`src/irl_pkg.sv`:
```
package irl_pkg;

  ////////////////////////////////////////////////////////////////////////////
  // Register map (byte addresses on the Avalon slave)
  localparam int unsigned REG_AW = 5;
  localparam logic [4:0] OFF_CTRL   = 5'h00;
  localparam logic [4:0] OFF_STATUS = 5'h04;
  localparam logic [4:0] OFF_STB    = 5'h08;
  localparam logic [4:0] OFF_SRE    = 5'h0c;
  localparam logic [4:0] OFF_EVENT  = 5'h10;

  // Control register fields
  localparam int unsigned CTRL_ADDR_LSB = 0;
  localparam int unsigned CTRL_ADDR_W   = 5;
  localparam int unsigned CTRL_TRIG_BIT = 8;
  localparam int unsigned CTRL_PRE_BIT  = 9;
  localparam logic [4:0]  CTRL_ADDR_RST = 5'h10;
  localparam logic        CTRL_TRIG_RST = 1'b0;
  localparam logic        CTRL_PRE_RST  = 1'b0;

  // Status register fields
  localparam int unsigned ST_HOST = 0;
  localparam int unsigned ST_LLO  = 1;
  localparam int unsigned ST_TACS = 2;
  localparam int unsigned ST_LACS = 3;
  localparam int unsigned ST_SPMS = 4;
  localparam int unsigned ST_SRQ  = 5;
  localparam int unsigned ST_REN  = 6;
  localparam int unsigned ST_W    = 7;

  // Event register fields, write one to clear
  localparam int unsigned EV_DCL = 0;
  localparam int unsigned EV_GET = 1;
  localparam int unsigned EV_IFC = 2;
  localparam int unsigned EV_W   = 3;

  // Status byte
  localparam int unsigned STB_RQS_BIT = 6;
  localparam logic [7:0]  STB_RST     = 8'h00;
  localparam logic [7:0]  SRE_RST     = 8'h00;

  ////////////////////////////////////////////////////////////////////////////
  // Bus command bytes, parity bit stripped
  localparam logic [6:0] CMD_GTL = 7'h01;
  localparam logic [6:0] CMD_SDC = 7'h04;
  localparam logic [6:0] CMD_GET = 7'h08;
  localparam logic [6:0] CMD_LLO = 7'h11;
  localparam logic [6:0] CMD_DCL = 7'h14;
  localparam logic [6:0] CMD_SPE = 7'h18;
  localparam logic [6:0] CMD_SPD = 7'h19;
  localparam logic [6:0] CMD_UNL = 7'h3f;
  localparam logic [6:0] CMD_UNT = 7'h5f;
  localparam logic [1:0] GRP_LISTEN = 2'h1;
  localparam logic [1:0] GRP_TALK   = 2'h2;

  ////////////////////////////////////////////////////////////////////////////
  // Bus pins active low as on the cable, except the active-high output enables
  typedef struct packed {
    logic       atn_n;
    logic       ifc_n;
    logic       ren_n;
    logic       dav_n;
    logic       nrfd_n;
    logic       ndac_n;
    logic [7:0] dio_n;
  } irl_pin_in_t;

  typedef struct packed {
    logic [7:0] dio_n;
    logic       dio_oe;
    logic       dav_n;
    logic       dav_oe;
    logic       nrfd_n;
    logic       nrfd_oe;
    logic       ndac_n;
    logic       ndac_oe;
    logic       srq_n;
    logic       srq_oe;
  } irl_pin_out_t;

  typedef struct packed {
    logic host_control_lamp;
    logic talk_lamp;
    logic listener_lamp;
    logic srq_lamp;
  } irl_lamps_t;

  typedef enum logic [0:0] {
    AH_READY  = 1'b0,
    AH_ACCEPT = 1'b1
  } irl_ah_t;

  typedef enum logic [1:0] {
    SH_IDLE = 2'b00,
    SH_WAIT = 2'b01,
    SH_DAV  = 2'b10,
    SH_DONE = 2'b11
  } irl_sh_t;

endpackage

```
`src/irl_bus_ctrl.sv`:
```
// Design decisions made here: the register addresses and the Avalon-MM register port.
`timescale 1ns/1ps
module irl_bus_ctrl #(
  parameter int unsigned KEYS = 8
) (
  input  wire logic                    mclk,
  input  wire logic                    resetn,
  input  wire logic [4:0]              avs_address,
  input  wire logic                    avs_read,
  input  wire logic                    avs_write,
  input  wire logic [31:0]             avs_writedata,
  input  wire logic [3:0]              avs_byteenable,
  output logic [31:0]                  avs_readdata,
  output logic                         avs_waitrequest,
  input  wire irl_pkg::irl_pin_in_t    pins_in,
  output irl_pkg::irl_pin_out_t        pins_out,
  input  wire logic                    key_local,
  input  wire logic [KEYS-1:0]         key_in,
  output logic [KEYS-1:0]              key_out,
  output irl_pkg::irl_lamps_t          lamps,
  output logic                         display_restore,
  output logic                         dev_clear,
  output logic                         bus_trigger,
  output logic                         pre_trigger,
  output logic [7:0]                   rx_data,
  output logic                         rx_valid
);
  import irl_pkg::*;

  function automatic logic hit(input logic [4:0] a, input logic [4:0] off);
    return a == off;
  endfunction

  function automatic logic [7:0] be_byte(input logic [7:0] old,
                                         input logic [7:0] nw,
                                         input logic       en);
    return en ? nw : old;
  endfunction

  ////////////////////////////////////////////////////////////////////////////
  // Pin synchronisers; the first stage feeds only the second
  irl_pin_in_t           pin_s1_q;
  irl_pin_in_t           pin_s2_q;
  logic [KEYS:0]         key_s1_q;
  logic [KEYS:0]         key_s2_q;
  logic                  local_prev_q;

  always_ff @(posedge mclk or negedge resetn) begin
    if (!resetn) begin
      pin_s1_q <= '1;
      pin_s2_q <= '1;
      key_s1_q <= '0;
      key_s2_q <= '0;
      local_prev_q <= 1'b0;
    end else begin
      pin_s1_q <= pins_in;
      pin_s2_q <= pin_s1_q;
      key_s1_q <= {key_local, key_in};
      key_s2_q <= key_s1_q;
      local_prev_q <= key_s2_q[KEYS];
    end
  end

  logic       atn;
  logic       ifc;
  logic       ren;
  logic       dav;
  logic       rdy_seen;
  logic       acc_seen;
  logic [7:0] dio;
  logic       local_press;

  assign atn      = ~pin_s2_q.atn_n;
  assign ifc      = ~pin_s2_q.ifc_n;
  assign ren      = ~pin_s2_q.ren_n;
  assign dav      = ~pin_s2_q.dav_n;
  assign rdy_seen = pin_s2_q.nrfd_n;
  assign acc_seen = pin_s2_q.ndac_n;
  assign dio      = ~pin_s2_q.dio_n;
  assign local_press = key_s2_q[KEYS] & ~local_prev_q;

  ////////////////////////////////////////////////////////////////////////////
  // State declarations
  logic [CTRL_ADDR_W-1:0] my_addr_q;
  logic                   trig_bus_q;
  logic                   pre_en_q;
  logic [7:0]             stb_q;
  logic [7:0]             sre_q;
  logic [EV_W-1:0]        event_q;
  logic                   remote_q;
  logic                   llo_q;
  logic                   tacs_q;
  logic                   lacs_q;
  logic                   spms_q;
  logic                   srq_q;
  logic                   rsv_prev_q;
  irl_ah_t                ah_q;
  irl_sh_t                sh_q;
  logic [7:0]             acc_byte_q;
  logic                   acc_cmd_q;
  logic                   acc_data_q;
  logic [7:0]             poll_byte_q;
  logic                   poll_done;
  logic                   ack_q;

  ////////////////////////////////////////////////////////////////////////////
  // Acceptor handshake: takes commands under ATN, data while listening
  logic ah_part;
  assign ah_part = atn | lacs_q;

  always_ff @(posedge mclk or negedge resetn) begin
    if (!resetn) begin
      ah_q <= AH_READY;
      acc_byte_q <= 8'h00;
      acc_cmd_q <= 1'b0;
      acc_data_q <= 1'b0;
    end else begin
      acc_cmd_q <= 1'b0;
      acc_data_q <= 1'b0;
      unique case (ah_q)
        AH_READY: begin
          if (dav && ah_part && !ifc) begin
            ah_q <= AH_ACCEPT;
            acc_byte_q <= dio;
            acc_cmd_q <= atn;
            acc_data_q <= ~atn;
          end
        end
        AH_ACCEPT: begin
          if (!dav) begin
            ah_q <= AH_READY;
          end
        end
      endcase
    end
  end

  ////////////////////////////////////////////////////////////////////////////
  // Command decode, one cycle after the byte is taken
  logic [6:0] cb;
  logic       c_mla;
  logic       c_mta;
  logic       c_ota;
  logic       c_unl;
  logic       c_unt;
  logic       c_gtl;
  logic       c_sdc;
  logic       c_get;
  logic       c_llo;
  logic       c_dcl;
  logic       c_spe;
  logic       c_spd;

  assign cb    = acc_byte_q[6:0];
  assign c_mla = acc_cmd_q && cb == {GRP_LISTEN, my_addr_q};
  assign c_mta = acc_cmd_q && cb == {GRP_TALK, my_addr_q};
  assign c_unl = acc_cmd_q && cb == CMD_UNL;
  assign c_unt = acc_cmd_q && cb == CMD_UNT;
  assign c_ota = acc_cmd_q && cb[6:5] == GRP_TALK && !c_mta && !c_unt;
  assign c_gtl = acc_cmd_q && cb == CMD_GTL && lacs_q;
  assign c_sdc = acc_cmd_q && cb == CMD_SDC && lacs_q;
  assign c_get = acc_cmd_q && cb == CMD_GET && lacs_q;
  assign c_llo = acc_cmd_q && cb == CMD_LLO;
  assign c_dcl = acc_cmd_q && cb == CMD_DCL;
  assign c_spe = acc_cmd_q && cb == CMD_SPE;
  assign c_spd = acc_cmd_q && cb == CMD_SPD;

  ////////////////////////////////////////////////////////////////////////////
  // Talker and listener addressing
  always_ff @(posedge mclk or negedge resetn) begin
    if (!resetn) begin
      tacs_q <= 1'b0;
    end else if (ifc) begin
      tacs_q <= 1'b0;
    end else if (c_mta) begin
      tacs_q <= 1'b1;
    end else if (c_unt || c_ota || c_mla) begin
      tacs_q <= 1'b0;
    end
  end

  always_ff @(posedge mclk or negedge resetn) begin
    if (!resetn) begin
      lacs_q <= 1'b0;
    end else if (ifc) begin
      lacs_q <= 1'b0;
    end else if (c_mla) begin
      lacs_q <= 1'b1;
    end else if (c_unl || c_mta) begin
      lacs_q <= 1'b0;
    end
  end

  ////////////////////////////////////////////////////////////////////////////
  // Remote, local and lockout
  always_ff @(posedge mclk or negedge resetn) begin
    if (!resetn) begin
      remote_q <= 1'b0;
    end else if (!ren) begin
      remote_q <= 1'b0;
    end else if (ifc) begin
      remote_q <= 1'b0;
    end else if (c_mla) begin
      remote_q <= 1'b1;
    end else if (c_gtl) begin
      remote_q <= 1'b0;
    end else if (local_press && !llo_q) begin
      remote_q <= 1'b0;
    end
  end

  always_ff @(posedge mclk or negedge resetn) begin
    if (!resetn) begin
      llo_q <= 1'b0;
    end else if (!ren) begin
      llo_q <= 1'b0;
    end else if (c_llo) begin
      llo_q <= 1'b1;
    end else if (c_gtl) begin
      llo_q <= 1'b0;
    end
  end

  // Keys sampled through flops so a lock takes effect cleanly
  always_ff @(posedge mclk or negedge resetn) begin
    if (!resetn) begin
      key_out <= '0;
      display_restore <= 1'b0;
    end else begin
      key_out <= (remote_q || llo_q) ? '0 : key_s2_q[KEYS-1:0];
      display_restore <= local_press && !llo_q;
    end
  end

  ////////////////////////////////////////////////////////////////////////////
  // Clear, trigger and incoming data; of the registers, only the event register records clear and trigger
  always_ff @(posedge mclk or negedge resetn) begin
    if (!resetn) begin
      dev_clear <= 1'b0;
      bus_trigger <= 1'b0;
      pre_trigger <= 1'b0;
      rx_data <= 8'h00;
      rx_valid <= 1'b0;
    end else begin
      dev_clear <= c_dcl || c_sdc;
      bus_trigger <= c_get && trig_bus_q;
      pre_trigger <= c_get && pre_en_q;
      rx_valid <= acc_data_q;
      if (acc_data_q) begin
        rx_data <= acc_byte_q;
      end
    end
  end

  ////////////////////////////////////////////////////////////////////////////
  // Service request and serial poll
  logic [7:0] summary;
  logic       rsv;

  // Software drives the summary bits; bit six is owned here
  assign summary = stb_q & ~(8'h01 << STB_RQS_BIT);
  assign rsv     = |(summary & sre_q);

  always_ff @(posedge mclk or negedge resetn) begin
    if (!resetn) begin
      rsv_prev_q <= 1'b0;
      srq_q <= 1'b0;
    end else begin
      rsv_prev_q <= rsv;
      if (rsv && !rsv_prev_q) begin
        srq_q <= 1'b1;
      end else if (poll_done || !rsv) begin
        srq_q <= 1'b0;
      end
    end
  end

  always_ff @(posedge mclk or negedge resetn) begin
    if (!resetn) begin
      spms_q <= 1'b0;
    end else if (ifc || c_spd) begin
      spms_q <= 1'b0;
    end else if (c_spe) begin
      spms_q <= 1'b1;
    end
  end

  // Source handshake; only the poll byte is sourced by this block
  logic sh_go;
  assign sh_go     = tacs_q && spms_q && !atn && !ifc;
  assign poll_done = sh_q == SH_DAV && acc_seen;

  always_ff @(posedge mclk or negedge resetn) begin
    if (!resetn) begin
      sh_q <= SH_IDLE;
      poll_byte_q <= 8'h00;
    end else begin
      unique case (sh_q)
        SH_IDLE: begin
          if (sh_go) begin
            sh_q <= SH_WAIT;
            poll_byte_q <= summary | (8'(srq_q) << STB_RQS_BIT);
          end
        end
        SH_WAIT: begin
          if (!sh_go) begin
            sh_q <= SH_IDLE;
          end else if (rdy_seen) begin
            sh_q <= SH_DAV;
          end
        end
        SH_DAV: begin
          if (!sh_go) begin
            sh_q <= SH_IDLE;
          end else if (acc_seen) begin
            sh_q <= SH_DONE;
          end
        end
        SH_DONE: begin
          if (!sh_go) begin
            sh_q <= SH_IDLE;
          end
        end
      endcase
    end
  end

  ////////////////////////////////////////////////////////////////////////////
  // Pins and lamps
  always_comb begin
    pins_out = '0;
    pins_out.dio_n   = ~poll_byte_q;
    pins_out.dio_oe  = sh_q == SH_WAIT || sh_q == SH_DAV;
    pins_out.dav_oe  = sh_q == SH_DAV;
    pins_out.nrfd_oe = ah_part && ah_q == AH_ACCEPT;
    pins_out.ndac_oe = ah_part && ah_q == AH_READY;
    pins_out.srq_oe  = srq_q;
  end

  assign lamps.host_control_lamp = remote_q;
  assign lamps.talk_lamp         = tacs_q;
  assign lamps.listener_lamp     = lacs_q;
  assign lamps.srq_lamp          = srq_q;

  ////////////////////////////////////////////////////////////////////////////
  // Avalon slave: one wait cycle, then the answer
  logic req;
  logic wr_ok;
  assign req             = avs_read || avs_write;
  assign avs_waitrequest = req && !ack_q;
  assign wr_ok           = avs_write && ack_q;

  always_ff @(posedge mclk or negedge resetn) begin
    if (!resetn) begin
      ack_q <= 1'b0;
    end else begin
      ack_q <= req && !ack_q;
    end
  end

  always_ff @(posedge mclk or negedge resetn) begin
    if (!resetn) begin
      avs_readdata <= 32'h0000_0000;
    end else if (avs_read && !ack_q) begin
      avs_readdata <= 32'h0000_0000;
      if (hit(avs_address, OFF_CTRL)) begin
        avs_readdata[CTRL_ADDR_LSB +: CTRL_ADDR_W] <= my_addr_q;
        avs_readdata[CTRL_TRIG_BIT] <= trig_bus_q;
        avs_readdata[CTRL_PRE_BIT] <= pre_en_q;
      end else if (hit(avs_address, OFF_STATUS)) begin
        avs_readdata[ST_HOST] <= remote_q;
        avs_readdata[ST_LLO] <= llo_q;
        avs_readdata[ST_TACS] <= tacs_q;
        avs_readdata[ST_LACS] <= lacs_q;
        avs_readdata[ST_SPMS] <= spms_q;
        avs_readdata[ST_SRQ] <= srq_q;
        avs_readdata[ST_REN] <= ren;
      end else if (hit(avs_address, OFF_STB)) begin
        avs_readdata[7:0] <= summary | (8'(srq_q) << STB_RQS_BIT);
      end else if (hit(avs_address, OFF_SRE)) begin
        avs_readdata[7:0] <= sre_q;
      end else if (hit(avs_address, OFF_EVENT)) begin
        avs_readdata[EV_W-1:0] <= event_q;
      end
    end
  end

  // Bus events never reach these registers
  always_ff @(posedge mclk or negedge resetn) begin
    if (!resetn) begin
      my_addr_q <= CTRL_ADDR_RST;
      trig_bus_q <= CTRL_TRIG_RST;
      pre_en_q <= CTRL_PRE_RST;
      stb_q <= STB_RST;
      sre_q <= SRE_RST;
    end else if (wr_ok) begin
      if (hit(avs_address, OFF_CTRL)) begin
        if (avs_byteenable[0]) begin
          my_addr_q <= avs_writedata[CTRL_ADDR_LSB +: CTRL_ADDR_W];
        end
        if (avs_byteenable[1]) begin
          trig_bus_q <= avs_writedata[CTRL_TRIG_BIT];
          pre_en_q <= avs_writedata[CTRL_PRE_BIT];
        end
      end
      if (hit(avs_address, OFF_STB)) begin
        stb_q <= be_byte(stb_q, avs_writedata[7:0], avs_byteenable[0]);
      end
      if (hit(avs_address, OFF_SRE)) begin
        sre_q <= be_byte(sre_q, avs_writedata[7:0], avs_byteenable[0]);
      end
    end
  end

  // Sticky bus events; a new event wins over a clear in the same cycle
  logic [EV_W-1:0] ev_set;
  logic [EV_W-1:0] ev_clr;
  assign ev_set = {ifc, c_get, c_dcl || c_sdc};
  assign ev_clr = (wr_ok && hit(avs_address, OFF_EVENT) && avs_byteenable[0])
                  ? avs_writedata[EV_W-1:0] : '0;

  always_ff @(posedge mclk or negedge resetn) begin
    if (!resetn) begin
      event_q <= '0;
    end else begin
      event_q <= (event_q & ~ev_clr) | ev_set;
    end
  end

endmodule // irl_bus_ctrl

```
`config.mk`:
```
export PLATFORM = sky130hd
export DESIGN_NAME = irl_bus_ctrl
export DESIGN_NICKNAME = d
export VERILOG_FILES = /design/src/irl_pkg.sv /design/src/irl_bus_ctrl.sv
export SDC_FILE = /design/constraint.sdc
export NUM_CORES = 1
export LEC_CHECK = 0
export BUFFER_PORTS_ARGS = -buffer_cell sky130_fd_sc_hd__buf_2
export CORE_MARGIN = 3
export CORE_UTILIZATION = 50
export CTS_CLUSTER_DIAMETER = 80
export DETAILED_ROUTE_END_ITERATION = 8
export GPL_TIMING_DRIVEN = 0
export PLACE_DENSITY = 0.74
export SLEW_MARGIN = 30
export SYNTH_ARGS = -nofsm -noshare
export SYNTH_HDL_FRONTEND = slang
export SYNTH_SLANG_ARGS = --single-unit
```
`constraint.sdc`:
```
create_clock -name mclk -period 5.1 [get_ports mclk]
set_input_delay 1.02 -clock mclk [delete_from_list [all_inputs] [get_ports mclk]]
set_output_delay 1.02 -clock mclk [all_outputs]
set_load 0.1 [all_outputs]
```
==> flow_metrics.py, run 1 <==
metrics = {
    "timing": {
        "worst_pin_slew_ps": 729,
        "max_freq_mhz": 354,
        "setup_violations": 0,
        "final-hold-violation-count": 0,
        "clock_skew_ps": 10.1,
        "hold_ws_ps": 348,
        "post-route-period-util_pct": 55.5,
        "min_period_ps": 2830,
        "slew_headroom_pct": 50.7,
        "finalMaxSlewViolations": 0,
        "fin_tns_setup_ps": 0,
        "rsz0062_at_grt": "false",
    },
    "synth": {
        "syn_area_per_cell_um2": 13.0,
        "post-synth-top-area-fraction_pct": 48.5,
        "synthArstFlopShare_pct": 100,
        "synth_top_cell_by_area": "dfrtp_1",
        "synth_sequential_area_ratio_pct": 62.8,
        "yosys-top-cells-area": "dfrtp_1 (48%), dfstp_2 (14%), mux2_2 (7.2%), buf_4 (4.5%), a21oi_1 (2.3%)",
        "synthCells": 409,
        "synth_cell_types": 52,
        "ys_ff_latch": 132,
        "synthFlopType": "dfrtp_1",
        "ys_warn_count": 0,
        "syn_area_mm2": 0.00532,
        "synth_edf_count": 0,
    },
    "placement": {
        "hpwl_mm": 7.47,
        "gp_congestion": 0.839,
        "io_buffers": 91,
    },
    "final_layout": {
        "drive_above_1_share_pct": 40.9,
        "syn_to_final_growth_pct": 24.8,
        "final_nets": 618,
        "diodes": 0,
    },
    "global_route": {
        "grt_pass1_vias": 3486,
        "grt_overflow": 0,
        "track_usage_pct": 19.1,
        "grt_max_degree": 70,
        "antenna_found_initial": 0,
        "grt_pass1_wl_mm": 17.2,
    },
    "route": {
        "routed_wl_mm": 10.6,
        "drt-met1-wl_mm": 4.44,
        "drt_iter0_markers": 221,
        "met2_length_mm": 5.36,
        "drc": 0,
        "drtPass1Iterations": 5,
        "dr.max_layer_used": "met4",
        "ant_nets": 0,
        "viasPerCell": 5.03,
        "vias": 3490,
        "wl_per_cell_um": 15.2,
        "wl_met3_um": 693,
    },
    "floorplan": {
        "die_y_um": 109,
        "start_util_pct": 51.5,
        "dieArea_mm2": 0.0119,
        "core_mm2": 0.0103,
        "num_io_pins": 143,
        "num_rows": 37,
        "die_w_um": 109,
    },
    "worst_setup_path": {
        "cp-start-kind": "flip-flop",
        "crit_arrival_ps": 1810,
        "r2r_start": "pin_s2_q[12]$_DFF_PN1_",
        "reg2reg_to": "acc_byte_q[3]$_DFFE_PN0P_",
        "crit_end": "pins_out[4]",
        "r2r_slack_ps": 3180,
        "reg2reg_depth": 4,
        "end_kind": "output pin",
        "required_ps": 4080,
        "startpoint": "pin_s2_q[13]$_DFF_PN1_",
        "critPathKind": "reg -> out",
        "critPathMaxFanout": 5,
    },
    "clocking": {
        "clkLatencyLatePin_ps": 500,
        "clk_pin_slew_worst_paths_ps": 60,
        "cts_setup_buffers": 0,
        "ctsRootBufferMaster": "clkbuf_8",
        "cts_max_level": 4,
        "cts-buffers-inserted": 17,
        "cts_sinks": 132,
        "cts_tree": "built",
        "clk_path_buf_depth": 2,
        "cts_resized": 0,
        "holdBufCountCts": 0,
    },
    "pwr": {
        "power_density_mw_per_mm2": 460,
        "leakagePower_nw": 3.22,
        "power_w": 0.00305,
        "ir_worst_vdd_v": 0.000584,
    },
    "outcome": {
        "status": "completed",
    },
    "job": {
        "maxCapViolations": 0,
    },
    "hold_path": {
        "hold_class": "reg -> reg",
    },
}
-- logic make-up after synthesis --
kind of cell / share of synthesized area, %
AOI/OAI and AO/OA: 7.86
buffers and inverters: 6.80
and+or+nand+nor: 11.3
other: 0.0705
muxes: 9.20
DFF: 62.8
xor gates and xnor gates: 0.823
adders and majority gates: 1.18
-- per-stage QoR --
step	cell area, µm²	utilization (%)	setup WS (ps)	instances
global route	6630	64.3	2150	694
global placement	6040	58.5	1420	661
detailed placement	6070	58.8	2310	662
finish	6630	64.3	2270	694
CTS	6630	64.3	2250	694
floorplan	5410	-	1750	434
-- registers in the layout, summed over array words and instances, names as in the netlist, 2 cells and up --
name / count
key_s2_q: 9
key_out: 8
acc_byte_q: 8
sh_q: 2
sre_q: 8
poll_byte_q: 8
avs_readdata: 10
rx_data: 8
my_addr_q: 5
event_q: 3
pin_s1_q: 14
key_s1_q: 9
stb_q: 7
pin_s2_q: 12
-- worst min path at each step --
stage	depth (start not counted)	startpoint	to	slack, ps
floorplan	0	key_s1_q[0]$_DFF_PN0_	key_s2_q[0]$_DFF_PN0_	330
global placement	0	key_s1_q[4]$_DFF_PN0_	key_s2_q[4]$_DFF_PN0_	330
finish	0	key_s1_q[3]$_DFF_PN0_	key_s2_q[3]$_DFF_PN0_	350
detailed placement	0	key_s1_q[3]$_DFF_PN0_	key_s2_q[3]$_DFF_PN0_	330
global route	0	key_s1_q[3]$_DFF_PN0_	key_s2_q[3]$_DFF_PN0_	350
CTS	0	key_s1_q[3]$_DFF_PN0_	key_s2_q[3]$_DFF_PN0_	350
-- cells in the mapped netlist, types with 4 or more instances --
master	instances
nor2b_1	8
mux2_1	5
dfstp_2	29
inv_1	21
nand2b_1	4
clkbuf_1	10
mux2_2	34
nand2_1	16
o211ai_1	4
a21oi_1	24
xor2_1	5
buf_4	32
and2_1	11
ha_1	5
nand3_1	10
a21o_1	12
dfrtp_1	103
nor2_1	21
-- placed cells by master (no fill, tap or decap), types with 3 or more instances in the layout --
| cell | instances |
|---|---|
| mux2_2 | 34 |
| nor4b_1 | 3 |
| dfrtp_1 | 103 |
| conb_1 | 26 |
| nor2_1 | 21 |
| nand3_1 | 10 |
| clkbuf_1 | 12 |
| ha_1 | 5 |
| nor3b_1 | 3 |
| xor2_1 | 5 |
| a21o_1 | 12 |
| and4_1 | 3 |
| a21oi_1 | 24 |
| dfstp_2 | 29 |
| o21ai_0 | 3 |
| buf_4 | 32 |
| and2_1 | 11 |
| a211oi_1 | 3 |
| mux2_1 | 5 |
| nand2b_1 | 4 |
| inv_1 | 21 |
| nand2_1 | 16 |
| buf_2 | 91 |
| nor2b_1 | 8 |
| clkbuf_16 | 18 |
| o31ai_1 | 3 |
| o211ai_1 | 4 |
| a221oi_1 | 3 |
| clkinv_4 | 3 |
| inv_6 | 4 |
-- routing by layer --
layer  up-vias  track usage, %
li1       1640               -
met4         0            8.03
met1      1720            24.6
met2       119            30.4
met3        11            5.21
met5         -               0
-- final cells by class --
cell class	count	area, µm²
Buffer	43	283
Clock buffer	21	472
Clock inverter	11	87.6
Fill cell	824	3690
Inverter	21	78.8
Multi-Input combinational cell	238	1710
Sequential cell	132	3340
Tap cell	136	170
Timing Repair Buffer	92	493
-- power breakdown --
group,internal (W),switching (W),total [W]
registers,0.00115,0.0000664,0.00122
logic,0.000147,0.000566,0.000713
clock network,0.000663,0.000459,0.00112
total,0.00196,0.00109,0.00305
-- critical path: stages (launching register included) --
cell and delay [ps]:
dfstp_2 560, nor2b_1 360, nor2b_1 80, buf_2 300
No activity file was read; power rests on OpenSTA's default activity.
==> run 2, diff against run 1 <==
--- a/config.mk
+++ b/config.mk
@@ -7,11 +7,11 @@
 export LEC_CHECK = 0
 export BUFFER_PORTS_ARGS = -buffer_cell sky130_fd_sc_hd__buf_2
 export CORE_MARGIN = 3
-export CORE_UTILIZATION = 50
+export CORE_UTILIZATION = 47
 export CTS_CLUSTER_DIAMETER = 80
 export DETAILED_ROUTE_END_ITERATION = 8
 export GPL_TIMING_DRIVEN = 0
-export PLACE_DENSITY = 0.74
+export PLACE_DENSITY = 0.72
 export SLEW_MARGIN = 30
 export SYNTH_ARGS = -nofsm -noshare
 export SYNTH_HDL_FRONTEND = slang
==> constraint.sdc (replaced) <==
create_clock -name mclk -period 2.4 [get_ports mclk]
set_input_delay 0.48 -clock mclk [delete_from_list [all_inputs] [get_ports mclk]]
set_output_delay 0.48 -clock mclk [all_outputs]
set_load 0.1 [all_outputs]
==> run 2 against run 1 <==
Compared with the run above: combinational power is 110% higher; total power is 120% higher; highest routed layer unchanged; clock skew is 3.4 ps lower; die area is 6.0% higher; register-to-register slack worse by 2700 ps; non-clock buffer count is 1 higher; worst setup slack worse by 2100 ps; sequential cell count stayed put; first-iteration DRC count is 26% lower.
==> flow_metrics.py, run 2 (synthesis results as in run 1) <==
metrics = {
    "timing": {
        "min_period_ps": 2190,
        "max_freq_mhz": 456,
        "rsz0062_at_grt": "false",
        "worst_pin_slew_ps": 960,
        "final-hold-violation-count": 0,
        "clock_skew_ps": 6.68,
        "finalMaxSlewViolations": 0,
        "post-route-period-util_pct": 91.4,
        "setup_violations": 0,
        "slew_headroom_pct": 35.1,
    },
    "worst_setup_path": {
        "critical_path.slowest_cell": "dfstp_2",
        "crit_path_frequent_cell": "nor2b_1",
        "critPathMaxFanout": 5,
        "crit_arrival_ps": 1710,
        "required_ps": 1920,
        "cp-start-kind": "flip-flop",
        "end_kind": "output pin",
        "cpPeakStageDelay_ps": 550,
        "critPathKind": "reg -> out",
        "path_cells": "nor2b_1, nor2b_1, buf_2",
    },
    "final_layout": {
        "syn_to_final_growth_pct": 26.0,
        "reg_top3": "pin_s1_q x14, pin_s2_q x12, avs_readdata x10",
        "diodes": 0,
        "final_nets": 619,
        "largest_reg_flops": 14,
        "fill_cells": 889,
        "mostFrequentLayoutCell": "dfrtp_1",
        "final_area_mm2": 0.00670,
        "mostFrequentLayoutCells": "dfrtp_1 (103), buf_2 (91), mux2_2 (34)",
        "top_register": "pin_s1_q",
        "final_core_util_pct": 61.3,
        "drive_above_1_share_pct": 41.0,
    },
    "global_route": {
        "grt_max_degree": 76,
        "grt_pass1_vias": 3425,
        "track_usage_pct": 17.5,
        "antenna_found_initial": 0,
        "grt_overflow": 0,
        "grt_pass1_wl_mm": 17.2,
    },
    "placement": {
        "hpwl_mm": 7.50,
        "io_buffers": 91,
        "gp_congestion": 0.824,
        "placed_cell_area_mm2": 0.00608,
    },
    "pwr": {
        "leakagePower_nw": 3.26,
        "power_density_mw_per_mm2": 1000,
        "ir_worst_vdd_v": 0.00103,
    },
    "hold_path": {
        "hold_class": "in -> reg",
    },
    "floorplan": {
        "die_y_um": 112,
        "dieArea_mm2": 0.0126,
        "start_util_pct": 48.6,
        "die_w_um": 112,
        "num_io_pins": 143,
        "core_mm2": 0.0109,
        "num_rows": 38,
    },
    "job": {
        "maxCapViolations": 0,
    },
    "clocking": {
        "cts-buffers-inserted": 17,
        "clkLatencyLatePin_ps": 410,
        "clk_pin_slew_worst_paths_ps": 60,
        "ctsRootBufferMaster": "clkbuf_16",
        "cts_sinks": 132,
        "cts_tree": "built",
        "clk_path_buf_depth": 2,
        "cts_setup_buffers": 0,
        "cts_max_level": 4,
    },
    "route": {
        "drt_iter0_markers": 164,
        "drc": 0,
        "routed_wl_mm": 10.3,
        "wl_per_cell_um": 14.7,
        "ant_nets": 0,
        "drtPass1Iterations": 5,
        "viasPerCell": 4.94,
        "vias": 3454,
    },
    "outcome": {
        "status": "completed",
    },
}
[run 2: cell types whose count changed in the layout (fill, tap and decap cells not counted), sizes merged]
cell	previous run	this run
inv	26	21
bufinv	0	3
clkinv	4	6
clkbuf	31	32
clkinvlp	2	1
dlygate4sd3	0	1
[run 2: stage by stage]
stage               hold WS, ps  total power [W]  std cells  worst slack [ps]  TNS [ps]
finish                      166          0.00671        699               207         0
global route                145          0.00698        699               112         0
CTS                         152          0.00676        699               194         0
detailed placement          335          0.00414        666               131         0
global placement            333          0.00409        665              -735    -75780
floorplan                   184          0.00382        434              36.5         0
[run 2: path summary, 6_finish.rpt]
path | cells past startpoint | to | startpoint | slack (ps)
max in group asynchronous | 3 | my_addr_q[4]$_DFFE_PN1P_ | resetn | 1090
min | 1 | pin_s1_q[5]$_DFF_PN1_ | pins_in[5] | 170
min in group asynchronous | 2 | sh_q[0]$_DFFE_PN0P_ | resetn | 590
max reg2reg | 5 | acc_byte_q[5]$_DFFE_PN0P_ | pin_s2_q[12]$_DFF_PN1_ | 510
max | 3 | pins_out[4] | pin_s2_q[13]$_DFF_PN1_ | 210
min reg2reg | 0 | key_s2_q[6]$_DFF_PN0_ | key_s1_q[6]$_DFF_PN0_ | 340
[run 2: cell type report]
cell class / instances / area [µm²] / area share, %
buffer: 43 / 283 / 4.22
clock buffer: 22 / 484 / 7.23
clock inverter: 10 / 128 / 1.90
inverter: 21 / 78.8 / 1.18
multi-input combinational: 238 / 1710 / 25.5
sequential: 132 / 3340 / 49.8
tap: 140 / 175 / 2.61
timing repair buffer: 93 / 503 / 7.51
[run 2: power by group]
group / total [W] / internal (W) / switching [W]
combinational: 0.00152 / 0.000314 / 0.00121
sequential: 0.00258 / 0.00245 / 0.000136
clock: 0.00261 / 0.00173 / 0.000875
[run 2: timing repair]
action	4_1_cts	5_1_grt
hold endpoints to repair	14	0
hold buffers	1	0
gates resized for setup	0	0
[run 2: routing by layer]
metal  GRT usage (%)  wire (µm)  vias up
met2            27.5       5100      118
met4            5.77        127        0
li1                -          -     1634
met3            6.58        725       11
met5               0          0        -
met1            22.6       4350     1691
[run 2: worst max-delay path: cells and delay by family, from the launching register on]
kind	cells	cell delay (ps)
buf+inv	1	300
simple gates	2	440
flops	1	550
==> run 3, diff against run 2 <==
--- a/config.mk
+++ b/config.mk
@@ -8,6 +8,7 @@
 export BUFFER_PORTS_ARGS = -buffer_cell sky130_fd_sc_hd__buf_2
 export CORE_MARGIN = 3
 export CORE_UTILIZATION = 47
+export CTS_BUF_LIST = sky130_fd_sc_hd__clkbuf_16
 export CTS_CLUSTER_DIAMETER = 80
 export DETAILED_ROUTE_END_ITERATION = 8
 export GPL_TIMING_DRIVEN = 0
==> run 3 against run 2 <==
Compared with the run above: register-to-register slack about the same; critical path depth stayed put; clock power down 5%; via count shrank 0.20%; global-route usage is 0.058 points lower; sequential share of layout area grew 0.30 points; clock skew grew 1.9 ps; die area did not move; fmax fell by 0.49%; non-clock buffer count unchanged; highest routed layer unchanged.
==> flow_metrics.py, run 3 (synthesis results as in run 1) <==
metrics = {
    "final_layout": {
        "mostFrequentLayoutCell": "dfrtp_1",
        "fill_cells": 895,
        "syn_to_final_growth_pct": 25.3,
        "drive_above_1_share_pct": 40.3,
        "largest_reg_flops": 14,
        "final_cells": 699,
        "top_register": "pin_s1_q",
        "mostFrequentLayoutCells": "dfrtp_1 (103), buf_2 (91), mux2_2 (34)",
        "final_nets": 619,
        "diodes": 0,
        "reg_top3": "pin_s1_q x14, pin_s2_q x12, avs_readdata x10",
    },
    "worst_setup_path": {
        "cp.buffers_inverters": 1,
        "end_kind": "output pin",
        "crit_path_frequent_cell": "nor2b_1",
        "critPathTopFamily": "flip-flops",
        "cp-start-kind": "flip-flop",
        "critPathKind": "reg -> out",
        "crit_arrival_ps": 1720,
        "critPathMaxFanout": 5,
        "cpPeakStageDelay_ps": 560,
        "path_cells": "nor2b_1, nor2b_1, buf_2",
        "required_ps": 1920,
        "critical_path.slowest_cell": "dfstp_2",
        "cp.depth": 3,
        "reg2reg_depth": 5,
    },
    "global_route": {
        "grt_max_degree": 76,
        "track_usage_pct": 17.4,
        "grt_pass1_wl_mm": 17.1,
        "antenna_found_initial": 0,
        "grt_pass1_vias": 3408,
        "grt_overflow": 0,
    },
    "clocking": {
        "cts-buffers-inserted": 17,
        "clkLatencyLatePin_ps": 410,
        "cts_tree": "built",
        "ctsRootBufferMaster": "clkbuf_16",
        "clk_pin_slew_worst_paths_ps": 60,
        "cts_max_level": 4,
        "clk_path_buf_depth": 2,
        "cts_sinks": 132,
        "cts_resized": 0,
    },
    "floorplan": {
        "start_util_pct": 48.6,
        "core_mm2": 0.0109,
        "num_io_pins": 143,
        "die_y_um": 112,
        "num_rows": 38,
        "dieArea_mm2": 0.0126,
        "die_w_um": 112,
    },
    "hold_path": {
        "hold_class": "in -> reg",
        "whs_path_depth": 1,
    },
    "route": {
        "met2_length_mm": 5.09,
        "routed_wl_mm": 10.4,
        "wl_met3_um": 681,
        "wl_per_cell_um": 14.8,
        "ant_nets": 0,
        "drc": 0,
        "drt_iter0_markers": 131,
        "vias": 3447,
        "viasPerCell": 4.93,
        "drt-met1-wl_mm": 4.44,
        "drtPass1Iterations": 5,
        "dr.max_layer_used": "met4",
    },
    "timing": {
        "worst_pin_slew_ps": 953,
        "timing.final.ws_setup_ps": 196,
        "min_period_ps": 2200,
        "setup_violations": 0,
        "max_freq_mhz": 454,
        "clock_skew_ps": 8.56,
        "post-route-period-util_pct": 91.8,
        "rsz0062_at_grt": "false",
        "finalMaxSlewViolations": 0,
        "slew_headroom_pct": 35.6,
        "final-hold-violation-count": 0,
    },
    "job": {
        "maxCapViolations": 0,
    },
    "placement": {
        "pre_cts_ws_ps": 131,
        "gp_congestion": 0.824,
        "io_buffers": 91,
        "hpwl_mm": 7.50,
        "dp.cells": 666,
    },
    "pwr": {
        "power_density_mw_per_mm2": 987,
        "ir_worst_vdd_v": 0.00103,
        "leakagePower_nw": 3.24,
    },
    "outcome": {
        "status": "completed",
    },
}
run 3: worst paths after layout:
kind	to	startpoint	slack, ps
min reg2reg	key_s2_q[8]$_DFF_PN0_	key_s1_q[8]$_DFF_PN0_	340
max	pins_out[4]	pin_s2_q[13]$_DFF_PN1_	200
min	pin_s1_q[5]$_DFF_PN1_	pins_in[5]	160
max in group asynchronous	pin_s1_q[11]$_DFF_PN1_	resetn	1090
min in group asynchronous	sh_q[0]$_DFFE_PN0P_	resetn	590
max reg2reg	acc_byte_q[5]$_DFFE_PN0P_	pin_s2_q[12]$_DFF_PN1_	510
run 3: power breakdown:
group          switching (W)  leakage (nW)  internal (W)
Clock               0.000878         0.287       0.00160
Sequential          0.000135          1.61       0.00245
Combinational        0.00121          1.34      0.000314
Total                0.00222          3.24       0.00436
run 3: area by class of cell:
| cell class | instances | area [µm²] | area share [%] |
|---|---|---|---|
| clock inverters | 15 | 146 | 2.20 |
| clock buffers | 17 | 425 | 6.39 |
| plain buffers | 43 | 283 | 4.24 |
| multi-input cells | 238 | 1710 | 25.7 |
| well taps | 140 | 175 | 2.63 |
| flip-flops and latches | 132 | 3340 | 50.1 |
| inverters | 21 | 78.8 | 1.18 |
| repair buffers | 93 | 503 | 7.55 |
run 3: layer usage:
metal	global-route usage [%]	up-vias
li1	-	1632
met1	22.5	1688
met3	6.58	11
met2	27.4	116
met5	0	-
met4	5.77	0
run 3: repair_timing:
action,4_1_cts,5_1_grt
hold buffers,1,0
endpoints found under the hold margin,14,0
buffers inserted,0,0
run 3: per-stage QoR:
step / total power [W] / instance area, µm² / hold slack [ps] / utilization (%) / TNS, ps
detailed placement: 0.00414 / 6080 / 335 / 55.6 / 0
CTS: 0.00662 / 6660 / 152 / 60.9 / 0
global placement: 0.00409 / 6040 / 333 / 55.3 / -75780
finish: 0.00658 / 6660 / 162 / 60.9 / 0
floorplan: 0.00382 / 5410 / 184 / - / 0
global route: 0.00684 / 6660 / 145 / 60.9 / 0
